<file path="config.mk">
export PLATFORM = sky130hd
export DESIGN_NAME = blc_fault_irq_cfg
export DESIGN_NICKNAME = d
export VERILOG_FILES = /design/src/blc_pkg.sv /design/src/blc_regs.sv /design/src/blc_fault_irq_cfg.sv
export SDC_FILE = /design/constraint.sdc
export NUM_CORES = 1
export LEC_CHECK = 0
export ABC_AREA = 1
export BUFFER_PORTS_ARGS = -buffer_cell sky130_fd_sc_hd__buf_4
export CAP_MARGIN = 20
export CORE_MARGIN = 2
export CORE_UTILIZATION = 30
export CTS_BUF_LIST = sky130_fd_sc_hd__clkbuf_8
export CTS_CLUSTER_DIAMETER = 40
export DETAILED_ROUTE_END_ITERATION = 10
export PLACE_DENSITY_LB_ADDON = 0.15
export SLEW_MARGIN = 0
export SYNTH_ARGS = -nofsm -noshare
export SYNTH_HDL_FRONTEND = slang
export SYNTH_SLANG_ARGS = --single-unit
export TNS_END_PERCENT = 20
</file>
<file path="constraint.sdc">
create_clock -name clk -period 1.8 [get_ports clk]
set_input_delay 0.09 -clock clk [delete_from_list [all_inputs] [get_ports clk]]
set_output_delay 0.09 -clock clk [all_outputs]
set_load 0.01 [all_outputs]
</file>
<file path="src/blc_pkg.sv">
// Purpose: shared constants and carriers of the backlight fault/irq/config block
// Assumes: one 20 MHz clock, asynchronous active-high reset
// Notes: register offsets are byte pointers as seen by the two-wire host port
package blc_pkg;

	// ------------------------------------------------------------
	// clock and serial port
	// ------------------------------------------------------------
	localparam int CLK_HZ = 20000000;
	localparam logic [6:0] DEV_ADDR = 7'h2a; // arbitrary neutral address
	localparam logic [3:0] BITS_PER_BYTE = 4'h8;

	// ------------------------------------------------------------
	// register offsets
	// ------------------------------------------------------------
	localparam logic [7:0] OFS_EVENT_STATUS = 8'h02;
	localparam logic [7:0] OFS_EVENT_IRQ_MASK = 8'h03;
	localparam logic [7:0] OFS_BACKLIGHT_CFG = 8'h04;

	// ------------------------------------------------------------
	// event flag and mask bit positions (same in both registers)
	// ------------------------------------------------------------
	localparam int BIT_SHORT = 4;
	localparam int BIT_THERMAL = 3;
	localparam int BIT_OVERVOLT = 2;
	localparam int BIT_SECOND_LIGHT = 1;
	localparam int BIT_MAIN_LIGHT = 0;
	localparam int EVENT_W = 5;

	// ------------------------------------------------------------
	// configuration field positions
	// ------------------------------------------------------------
	localparam int BIT_SOURCE_SEL = 6;
	localparam int BIT_SECOND_EN = 5;
	localparam int BIT_LEVEL_HI = 4;
	localparam int BIT_LEVEL_LO = 3;
	localparam int BIT_LAW_HI = 2;
	localparam int BIT_FADE_OVR = 0;

	// ------------------------------------------------------------
	// reset values
	// ------------------------------------------------------------
	localparam logic [4:0] RST_FLAGS = 5'h00;
	localparam logic [4:0] RST_MASK = 5'h00;
	localparam logic [7:0] RST_CFG = 8'h00;

	// brightness level codes
	typedef enum logic [1:0] {
		BLC_LVL_DAYLIGHT = 2'h0,
		BLC_LVL_OFFICE = 2'h1,
		BLC_LVL_DARK = 2'h2,
		BLC_LVL_OFF = 2'h3
	} blc_level_e;

	// register write strobe with its pointer and data
	typedef struct packed {
		logic wr;
		logic [7:0] addr;
		logic [7:0] wdata;
	} blc_wr_s;

	// hardware event pulses
	typedef struct packed {
		logic short_fault;
		logic thermal_trip;
		logic overvoltage;
		logic second_light;
		logic main_light;
	} blc_event_s;

endpackage : blc_pkg

</file>
<file path="src/blc_regs.sv">
// Purpose: status, interrupt mask and backlight configuration registers
// Assumes: write strobes and events are one-cycle pulses on clk
// Notes: read data is a combinational mux; reads have no side effect
`timescale 1ns/10ps
module blc_regs import blc_pkg::*; (
	// clock and reset
	input wire logic clk,
	input wire logic sys_rst,
	// register access
	input wire blc_wr_s wr_req,
	input wire logic [7:0] rd_addr,
	output logic [7:0] rd_data,
	// hardware side
	input wire blc_event_s events,
	input wire logic auto_light_control_enable,
	input wire logic [1:0] main_sensor_level,
	input wire logic [1:0] second_sensor_level,
	// outputs, all registered
	output logic host_irq_q,
	output logic light_source_select_q,
	output logic second_sensor_enable_q,
	output logic sixth_led_sink_off_q,
	output logic [1:0] brightness_level_q,
	output logic backlight_off_q
);

	// ------------------------------------------------------------
	// decode
	// ------------------------------------------------------------
	logic [4:0] flags_q, flags_d, mask_q, set_vec, clr_vec;
	logic [2:0] law_fade_q;
	logic [1:0] level_d, auto_level;
	logic wr_status, wr_mask, wr_cfg;

	assign wr_status = wr_req.wr && (wr_req.addr == OFS_EVENT_STATUS);
	assign wr_mask = wr_req.wr && (wr_req.addr == OFS_EVENT_IRQ_MASK);
	assign wr_cfg = wr_req.wr && (wr_req.addr == OFS_BACKLIGHT_CFG);

	// the second comparator event counts only when the second sensor is enabled; main_light always counts
	assign set_vec = {events.short_fault, events.thermal_trip, events.overvoltage,
		events.second_light && second_sensor_enable_q, events.main_light};
	// write one clears; writing zero leaves the flag alone
	assign clr_vec = wr_status ? wr_req.wdata[EVENT_W-1:0] : 5'h00;
	// a new event in the clearing cycle survives
	assign flags_d = set_vec | (flags_q & ~clr_vec);

	// automatic control follows the selected comparator
	assign auto_level = light_source_select_q ? second_sensor_level
		: main_sensor_level;
	assign level_d = auto_light_control_enable ? auto_level
		: (wr_cfg ? wr_req.wdata[BIT_LEVEL_HI:BIT_LEVEL_LO] : brightness_level_q);

	// ------------------------------------------------------------
	// event flags and host interrupt
	// ------------------------------------------------------------
	// irq is built from next flag values so it lines up with the flags
	always_ff @(posedge clk or posedge sys_rst) begin
		if (sys_rst) begin
			flags_q <= RST_FLAGS;
			host_irq_q <= 1'b0;
		end else begin
			flags_q <= flags_d;
			host_irq_q <= |(flags_d & mask_q);
		end
	end

	// interrupt mask, bits 7:5 are not stored
	always_ff @(posedge clk or posedge sys_rst) begin
		if (sys_rst) begin
			mask_q <= RST_MASK;
		end else if (wr_mask) begin
			mask_q <= wr_req.wdata[EVENT_W-1:0];
		end
	end

	// ------------------------------------------------------------
	// backlight configuration
	// ------------------------------------------------------------
	always_ff @(posedge clk or posedge sys_rst) begin
		if (sys_rst) begin
			light_source_select_q <= RST_CFG[BIT_SOURCE_SEL];
			second_sensor_enable_q <= RST_CFG[BIT_SECOND_EN];
			sixth_led_sink_off_q <= RST_CFG[BIT_SECOND_EN];
			law_fade_q <= RST_CFG[BIT_LAW_HI:BIT_FADE_OVR];
		end else if (wr_cfg) begin
			light_source_select_q <= wr_req.wdata[BIT_SOURCE_SEL];
			second_sensor_enable_q <= wr_req.wdata[BIT_SECOND_EN];
			sixth_led_sink_off_q <= wr_req.wdata[BIT_SECOND_EN];
			law_fade_q <= wr_req.wdata[BIT_LAW_HI:BIT_FADE_OVR];
		end
	end

	// level field and its zero-current decode
	always_ff @(posedge clk or posedge sys_rst) begin
		if (sys_rst) begin
			brightness_level_q <= RST_CFG[BIT_LEVEL_HI:BIT_LEVEL_LO];
			backlight_off_q <= (RST_CFG[BIT_LEVEL_HI:BIT_LEVEL_LO] == BLC_LVL_OFF);
		end else begin
			brightness_level_q <= level_d;
			backlight_off_q <= (level_d == BLC_LVL_OFF);
		end
	end

	// ------------------------------------------------------------
	// read mux, reserved bits read as zero
	// ------------------------------------------------------------
	assign rd_data = (rd_addr == OFS_EVENT_STATUS) ? {3'h0, flags_q}
		: (rd_addr == OFS_EVENT_IRQ_MASK) ? {3'h0, mask_q}
		: (rd_addr == OFS_BACKLIGHT_CFG) ? {1'b0, light_source_select_q,
			second_sensor_enable_q, brightness_level_q, law_fade_q}
		: 8'h00;

endmodule : blc_regs

</file>
<file path="src/blc_fault_irq_cfg.sv">
// Purpose: two-wire host port plus event/mask/config registers of the backlight driver
// Assumes: scl and sda inputs already synchronous to clk, clk far faster than scl
// Notes: data pin is open drain; only the low level is ever driven
`timescale 1ns/10ps

module blc_fault_irq_cfg import blc_pkg::*; (
	// clock and reset
	input wire logic clk,
	input wire logic sys_rst,
	// two-wire host port
	input wire logic scl_in,
	input wire logic sda_in,
	output logic sda_out_q,
	output logic sda_oe_q,
	// hardware events and comparator results
	input wire blc_event_s events,
	input wire logic auto_light_control_enable,
	input wire logic [1:0] main_sensor_level,
	input wire logic [1:0] second_sensor_level,
	// backlight controls
	output logic host_irq_q,
	output logic light_source_select_q,
	output logic second_sensor_enable_q,
	output logic sixth_led_sink_off_q,
	output logic [1:0] brightness_level_q,
	output logic backlight_off_q
);

	// ------------------------------------------------------------
	// serial engine state
	// ------------------------------------------------------------
	typedef enum logic [8:0] {
		ST_IDLE = 9'h001,
		ST_ADDR = 9'h002,
		ST_ACK_ADDR = 9'h004,
		ST_PTR = 9'h008,
		ST_ACK_PTR = 9'h010,
		ST_WDATA = 9'h020,
		ST_ACK_W = 9'h040,
		ST_RDATA = 9'h080,
		ST_ACK_R = 9'h100
	} blc_port_e;

	blc_port_e st_q;
	logic scl_q, sda_q, rw_q;
	logic [7:0] shift_q, ptr_q, rd_data;
	logic [3:0] cnt_q;
	blc_wr_s wr_q;

	// ------------------------------------------------------------
	// line event decode
	// ------------------------------------------------------------
	logic scl_rise, scl_fall, bus_start, bus_stop, byte_full, addr_hit;
	logic [7:0] shift_in;

	assign scl_rise = scl_in && !scl_q;
	assign scl_fall = !scl_in && scl_q;
	// data moving while the clock is high marks frame boundaries
	assign bus_start = scl_in && scl_q && sda_q && !sda_in;
	assign bus_stop = scl_in && scl_q && !sda_q && sda_in;
	assign byte_full = (cnt_q == BITS_PER_BYTE);
	assign shift_in = {shift_q[6:0], sda_in};
	assign addr_hit = (shift_q[7:1] == DEV_ADDR);

	// previous line levels, used for edge and frame detection
	always_ff @(posedge clk or posedge sys_rst) begin
		if (sys_rst) begin
			scl_q <= 1'b1;
			sda_q <= 1'b1;
			sda_out_q <= 1'b0;
		end else begin
			scl_q <= scl_in;
			sda_q <= sda_in;
			sda_out_q <= 1'b0; // open drain: only low is driven
		end
	end

	// ------------------------------------------------------------
	// byte engine
	// ------------------------------------------------------------
	// data changes only on falling scl so the host samples stable bits
	always_ff @(posedge clk or posedge sys_rst) begin
		if (sys_rst) begin
			st_q <= ST_IDLE;
			rw_q <= 1'b0;
			shift_q <= 8'h00;
			ptr_q <= 8'h00;
			cnt_q <= 4'h0;
			sda_oe_q <= 1'b0;
			wr_q <= '0;
		end else begin
			wr_q.wr <= 1'b0;
			if (bus_start) begin
				st_q <= ST_ADDR; // pointer kept for repeated-start reads
				cnt_q <= 4'h0;
				sda_oe_q <= 1'b0;
			end else if (bus_stop) begin
				st_q <= ST_IDLE;
				sda_oe_q <= 1'b0;
			end else begin
				case (st_q)
					ST_ADDR, ST_PTR, ST_WDATA: begin
						if (scl_rise && !byte_full) begin
							shift_q <= shift_in;
							cnt_q <= cnt_q + 4'h1;
						end else if (scl_fall && byte_full) begin
							if (st_q == ST_ADDR) begin
								// foreign address: stay off the line until next start
								st_q <= addr_hit ? ST_ACK_ADDR : ST_IDLE;
								sda_oe_q <= addr_hit;
								rw_q <= shift_q[0];
							end else if (st_q == ST_PTR) begin
								ptr_q <= shift_q;
								sda_oe_q <= 1'b1;
								st_q <= ST_ACK_PTR;
							end else begin
								wr_q.wr <= 1'b1;
								wr_q.addr <= ptr_q;
								wr_q.wdata <= shift_q;
								sda_oe_q <= 1'b1;
								st_q <= ST_ACK_W;
							end
						end
					end
					ST_ACK_ADDR: begin
						// a read puts its first bit out on the fall that ends the ack
						if (scl_fall) begin
							if (rw_q) begin
								shift_q <= rd_data;
								sda_oe_q <= !rd_data[7];
								cnt_q <= 4'h1;
								st_q <= ST_RDATA;
							end else begin
								sda_oe_q <= 1'b0;
								cnt_q <= 4'h0;
								st_q <= ST_PTR;
							end
						end
					end
					ST_ACK_PTR, ST_ACK_W: begin
						if (scl_fall) begin
							sda_oe_q <= 1'b0;
							cnt_q <= 4'h0;
							if (st_q == ST_ACK_W) begin
								ptr_q <= ptr_q + 8'h01; // burst writes walk the map
							end
							st_q <= ST_WDATA;
						end
					end
					ST_RDATA: begin
						// the ninth clock belongs to the host, so the line is let go first
						if (scl_fall) begin
							if (byte_full) begin
								sda_oe_q <= 1'b0;
								ptr_q <= ptr_q + 8'h01;
								st_q <= ST_ACK_R;
							end else begin
								sda_oe_q <= !shift_q[6];
								shift_q <= {shift_q[6:0], 1'b0};
								cnt_q <= cnt_q + 4'h1;
							end
						end
					end
					ST_ACK_R: begin
						// a host ack fetches the next byte from the walked pointer
						if (scl_rise && sda_in) begin
							st_q <= ST_IDLE; // host said no more bytes
						end else if (scl_fall) begin
							shift_q <= rd_data;
							sda_oe_q <= !rd_data[7];
							cnt_q <= 4'h1;
							st_q <= ST_RDATA;
						end
					end
					default: begin
						st_q <= ST_IDLE;
						sda_oe_q <= 1'b0;
					end
				endcase
			end
		end
	end

	// ------------------------------------------------------------
	// register bank
	// ------------------------------------------------------------
	// writes reach the bank only as a one-cycle pulse at the ack,
	// so a byte cut short by a stop never lands
	blc_regs blc_regs_i (
		.clk(clk),
		.sys_rst(sys_rst),
		.wr_req(wr_q),
		.rd_addr(ptr_q),
		.rd_data(rd_data),
		.events(events),
		.auto_light_control_enable(auto_light_control_enable),
		.main_sensor_level(main_sensor_level),
		.second_sensor_level(second_sensor_level),
		.host_irq_q(host_irq_q),
		.light_source_select_q(light_source_select_q),
		.second_sensor_enable_q(second_sensor_enable_q),
		.sixth_led_sink_off_q(sixth_led_sink_off_q),
		.brightness_level_q(brightness_level_q),
		.backlight_off_q(backlight_off_q)
	);

endmodule : blc_fault_irq_cfg

</file>
==> run_summary.xml <==
<?xml version="1.0" encoding="UTF-8"?>
<metrics>
  <group name="final_layout">
    <metric name="synthToLayoutAreaGrowth" unit="%">29.04</metric>
    <metric name="antennaDiodeCount" unit="">0</metric>
    <metric name="final_net_count" unit="">635</metric>
    <metric name="layout.cells.most_common_list" unit="">sky130_fd_sc_hd__nand2_1, sky130_fd_sc_hd__dfrtp_1, sky130_fd_sc_hd__buf_4, sky130_fd_sc_hd__inv_1, sky130_fd_sc_hd__nand3_1</metric>
    <metric name="finalNonFillerCells" unit="">797</metric>
    <metric name="multi_input_area" unit="sq um">2066</metric>
    <metric name="commonest_non_fill_non_tap_cell_in_the_layout" unit="">sky130_fd_sc_hd__nand2_1</metric>
    <metric name="n_fill_cell" unit="">1359</metric>
    <metric name="final_layout_size_suffix_gt1_frac" unit="">0.2673</metric>
    <metric name="seqCellArea" unit="sq um">1705</metric>
  </group>
  <group name="floorplanning">
    <metric name="die-width" unit="um">119.3</metric>
    <metric name="floorplan.die_area" unit="sq um">14220</metric>
    <metric name="io-pin-count" unit="">23</metric>
    <metric name="die-height" unit="um">119.3</metric>
    <metric name="num_rows" unit="">42</metric>
    <metric name="initial_utilization" unit="">0.3046</metric>
    <metric name="core_region_area" unit="sq um">13090</metric>
  </group>
  <group name="logic_synthesis">
    <metric name="synth.top_cells.by_area" unit="">sky130_fd_sc_hd__dfrtp_1, sky130_fd_sc_hd__nand2_1, sky130_fd_sc_hd__inv_1</metric>
    <metric name="synth_enable_flop_cells" unit="">0</metric>
    <metric name="synth.net_count" unit="">552</metric>
    <metric name="area_fraction_of_the_dominant_cell_type_after_synthesis" unit="">0.4082</metric>
    <metric name="syn_std_cell_area" unit="sq um">3985</metric>
    <metric name="asyncSetResetFlopFracSynth" unit="">1.000</metric>
    <metric name="synth.ff_latch_count" unit="">68</metric>
    <metric name="ys_seq_area_frac" unit="">0.4279</metric>
    <metric name="synth_cell_type_count" unit="">38</metric>
    <metric name="most_frequently_used_flop_master_after_synthesis" unit="">sky130_fd_sc_hd__dfrtp_1</metric>
    <metric name="ys_warn_count" unit="">0</metric>
    <metric name="synthCells" unit="">533</metric>
    <metric name="netlist.top_cell.by_area" unit="">sky130_fd_sc_hd__dfrtp_1</metric>
    <metric name="synth.avg_cell_area" unit="sq um">7.477</metric>
  </group>
  <group name="clock_network">
    <metric name="cts_buffers" unit="">9</metric>
    <metric name="tritoncts" unit="">yes</metric>
    <metric name="clk_root_buffer_cell" unit="">sky130_fd_sc_hd__clkbuf_8</metric>
    <metric name="clkSlewWorstSetupHoldPaths" unit="ns">0.08</metric>
    <metric name="clk-insertion-delay-late" unit="ns">0.36</metric>
    <metric name="h-tree-depth" unit="">3</metric>
    <metric name="cts.sink_count" unit="">68</metric>
    <metric name="cts_max_path_buffers" unit="">2</metric>
  </group>
  <group name="critical_path">
    <metric name="critical_path_required" unit="ns">2.10</metric>
    <metric name="reg2reg_depth" unit="">13</metric>
    <metric name="crit_path_max_fanout" unit="">8</metric>
    <metric name="regToRegStartpoint" unit="">st_q[0]</metric>
    <metric name="timing.critical_path.arrival" unit="ns">2.12</metric>
    <metric name="worstSetupEndpointType" unit="">flop</metric>
    <metric name="r2r_end" unit="">st_q[2]</metric>
    <metric name="worst-setup-path-type" unit="">flop to flop</metric>
    <metric name="startpoint" unit="">st_q[0]</metric>
    <metric name="reg2reg_setup_slack" unit="ns">-0.02</metric>
    <metric name="timing.critical_path.to" unit="">st_q[2]</metric>
    <metric name="cp-start-kind" unit="">flop</metric>
  </group>
  <group name="timing">
    <metric name="timing.fmax" unit="MHz">550.2</metric>
    <metric name="setup_slack" unit="ns">-0.01752</metric>
    <metric name="setup-violations-final" unit="">5</metric>
    <metric name="final_period_minus_worst_setup_slack" unit="ns">1.818</metric>
    <metric name="rsz_0062_raised_after_global_routing" unit="">yes</metric>
    <metric name="fin_skew" unit="ns">0.007558</metric>
    <metric name="final.hold.worst_slack" unit="ns">0.03932</metric>
    <metric name="hold_violations" unit="">0</metric>
    <metric name="min_period_over_period" unit="">1.010</metric>
    <metric name="final_max_slew_viol_count" unit="">0</metric>
  </group>
  <group name="drt">
    <metric name="wl_per_cell" unit="um">12.93</metric>
    <metric name="detail_route.iter0.violations" unit="">168</metric>
    <metric name="antenna_left" unit="">0</metric>
    <metric name="post_drt_via_cell_ratio" unit="">4.499</metric>
    <metric name="total_wirelength" unit="um">10310</metric>
    <metric name="routed-via-count" unit="">3586</metric>
    <metric name="drtPass1Iterations" unit="">4</metric>
    <metric name="detail_route.drc_violations" unit="">0</metric>
  </group>
  <group name="status">
    <metric name="status" unit="">complete, but fails checks</metric>
    <metric name="violations" unit="">setup timing</metric>
  </group>
  <group name="placed_design">
    <metric name="detailed_place_hpwl" unit="um">7757</metric>
    <metric name="buffer_ports.inserted" unit="">21</metric>
    <metric name="gp_routability_congestion" unit="">0.8870</metric>
    <metric name="post-place-cells" unit="">757</metric>
  </group>
  <group name="pwr">
    <metric name="power-per-cell-area" unit="nW/um^2">624.7</metric>
    <metric name="cellLeakagePower" unit="nW">2.560</metric>
    <metric name="post-layout-total-power" unit="W">0.003213</metric>
    <metric name="vdd.ir_drop.worst" unit="V">0.0003213</metric>
  </group>
  <group name="grt">
    <metric name="track_usage" unit="">0.1559</metric>
    <metric name="final_global_route_overflow_total" unit="">0</metric>
    <metric name="antenna_found_initial" unit="">0</metric>
    <metric name="grt_pass1_wl" unit="um">17440</metric>
    <metric name="grt_max_degree" unit="">31</metric>
    <metric name="via_count_of_the_first_global_routing_pass" unit="">3520</metric>
  </group>
  <group name="job">
    <metric name="max_cap_violations" unit="">0</metric>
  </group>
  <group name="worst_hold_path">
    <metric name="timing.hold.worst.class" unit="">input port to flop</metric>
  </group>
</metrics>
## per-layer routing
metal	global-route usage	share of wire	up-vias
met5	0	0	-
met4	0.04762	0.016	0
met3	0.03592	0.026	16
met2	0.2608	0.49	44
met1	0.2001	0.47	1674
li1	-	-	1852
## repair_timing
item | 4_1_cts | 5_1_grt
setup endpoints to repair | 18 | 45
endpoints found under the hold margin | 75 | 0
hold buffers | 9 | 0
cloned | 1 | 0
setup buffers | 5 | 9
pin swaps | 3 | 16
resized for setup | 5 | 38
## sequential cells by signal, indices dropped and copies added (netlist names), 2 cells and up
register / cells
wr_q: 16
blc_regs_i.law_fade_q: 3
st_q: 9
ptr_q: 8
shift_q: 8
blc_regs_i.brightness_level_q: 2
cnt_q: 4
blc_regs_i.flags_q: 5
blc_regs_i.mask_q: 5
## Yosys cell counts (all sizes together) (2+ instances only)
| cell type | number |
|---|---|
| nand2 | 176 |
| o211ai | 2 |
| nand4 | 4 |
| dfrtp | 65 |
| inv | 75 |
| xor2 | 5 |
| buf | 8 |
| nor2 | 54 |
| nand3 | 51 |
| ha | 5 |
| xnor2 | 2 |
| dfstp | 3 |
| a21oi | 7 |
| o21ai | 59 |
| nor3 | 8 |
## cell families (layout without fill, tap and decap cells)
| kind of cell | count (synthesis) | after routing | share of synthesized area |
|---|---|---|---|
| flip-flops | 68 | 68 | 0.4279 |
| buffers and inverters | 84 | 171 | 0.08948 |
| AND/OR/NAND/NOR | 297 | 298 | 0.3554 |
| adder cells (fa/ha/maj) | 5 | 5 | 0.01570 |
| XOR/XNOR | 7 | 7 | 0.01538 |
| AO/OA/AOI/OAI | 71 | 71 | 0.09514 |
| other | 1 | 1 | 0.0009410 |
## through the flow
| stage | utilization | setup TNS (ns) | area, sq um | worst slack (ns) |
|---|---|---|---|---|
| floorplan | - | 0 | 3985 | 0.003455 |
| global placement | 0.3504 | -0.7434 | 4586 | -0.1033 |
| detailed placement | 0.3504 | -1.338 | 4586 | -0.1822 |
| CTS | 0.3772 | -0.0009586 | 4936 | -0.0009586 |
| global route | 0.3930 | -3.539 | 5142 | -0.1478 |
| finish | 0.3930 | -0.04907 | 5142 | -0.01752 |
## worst min-delay path by stage
stage                                       end                      start  cells after the start
2_1_floorplan                             scl_q                     scl_in                      0
3_3_place_gp                           sda_oe_q                    sys_rst                      2
3_5_place_dp                           sda_oe_q                    sys_rst                      2
4_1_cts        blc_regs_i.brightness_level_q[0]  auto_light_control_enable                      4
5_1_grt              blc_regs_i.backlight_off_q  auto_light_control_enable                      4
6_report       blc_regs_i.brightness_level_q[0]  auto_light_control_enable                      4
## power breakdown
group / switching [W] / internal [W]
registers: 0.0000375 / 0.00157
logic: 0.000176 / 0.000158
clock network: 0.000639 / 0.000634
total: 0.000852 / 0.00236
## critical path, cell delays in order, from the launching register on
cell	delay [ns]
sky130_fd_sc_hd__dfstp_2	0.56
sky130_fd_sc_hd__nor2_4	0.05
sky130_fd_sc_hd__nand2_4	0.11
sky130_fd_sc_hd__inv_4	0.07
sky130_fd_sc_hd__nand3_2	0.08
sky130_fd_sc_hd__nand2_4	0.10
sky130_fd_sc_hd__inv_4	0.07
sky130_fd_sc_hd__nand2_4	0.06
sky130_fd_sc_hd__nand2_2	0.08
sky130_fd_sc_hd__nand2_4	0.06
sky130_fd_sc_hd__nor2_4	0.22
sky130_fd_sc_hd__buf_4	0.16
sky130_fd_sc_hd__nand3_1	0.06
sky130_fd_sc_hd__nand2_1	0.07
## final cells by class
cell class	instances	share of cell area
inverter	75	0.05572
clock buffer	9	0.02409
clock inverter	7	0.01338
tap	176	0.04282
sequential	68	0.3316
timing repair buffer	80	0.1307
multi-input combinational	382	0.4017
Power figures use the tool's default switching activity.
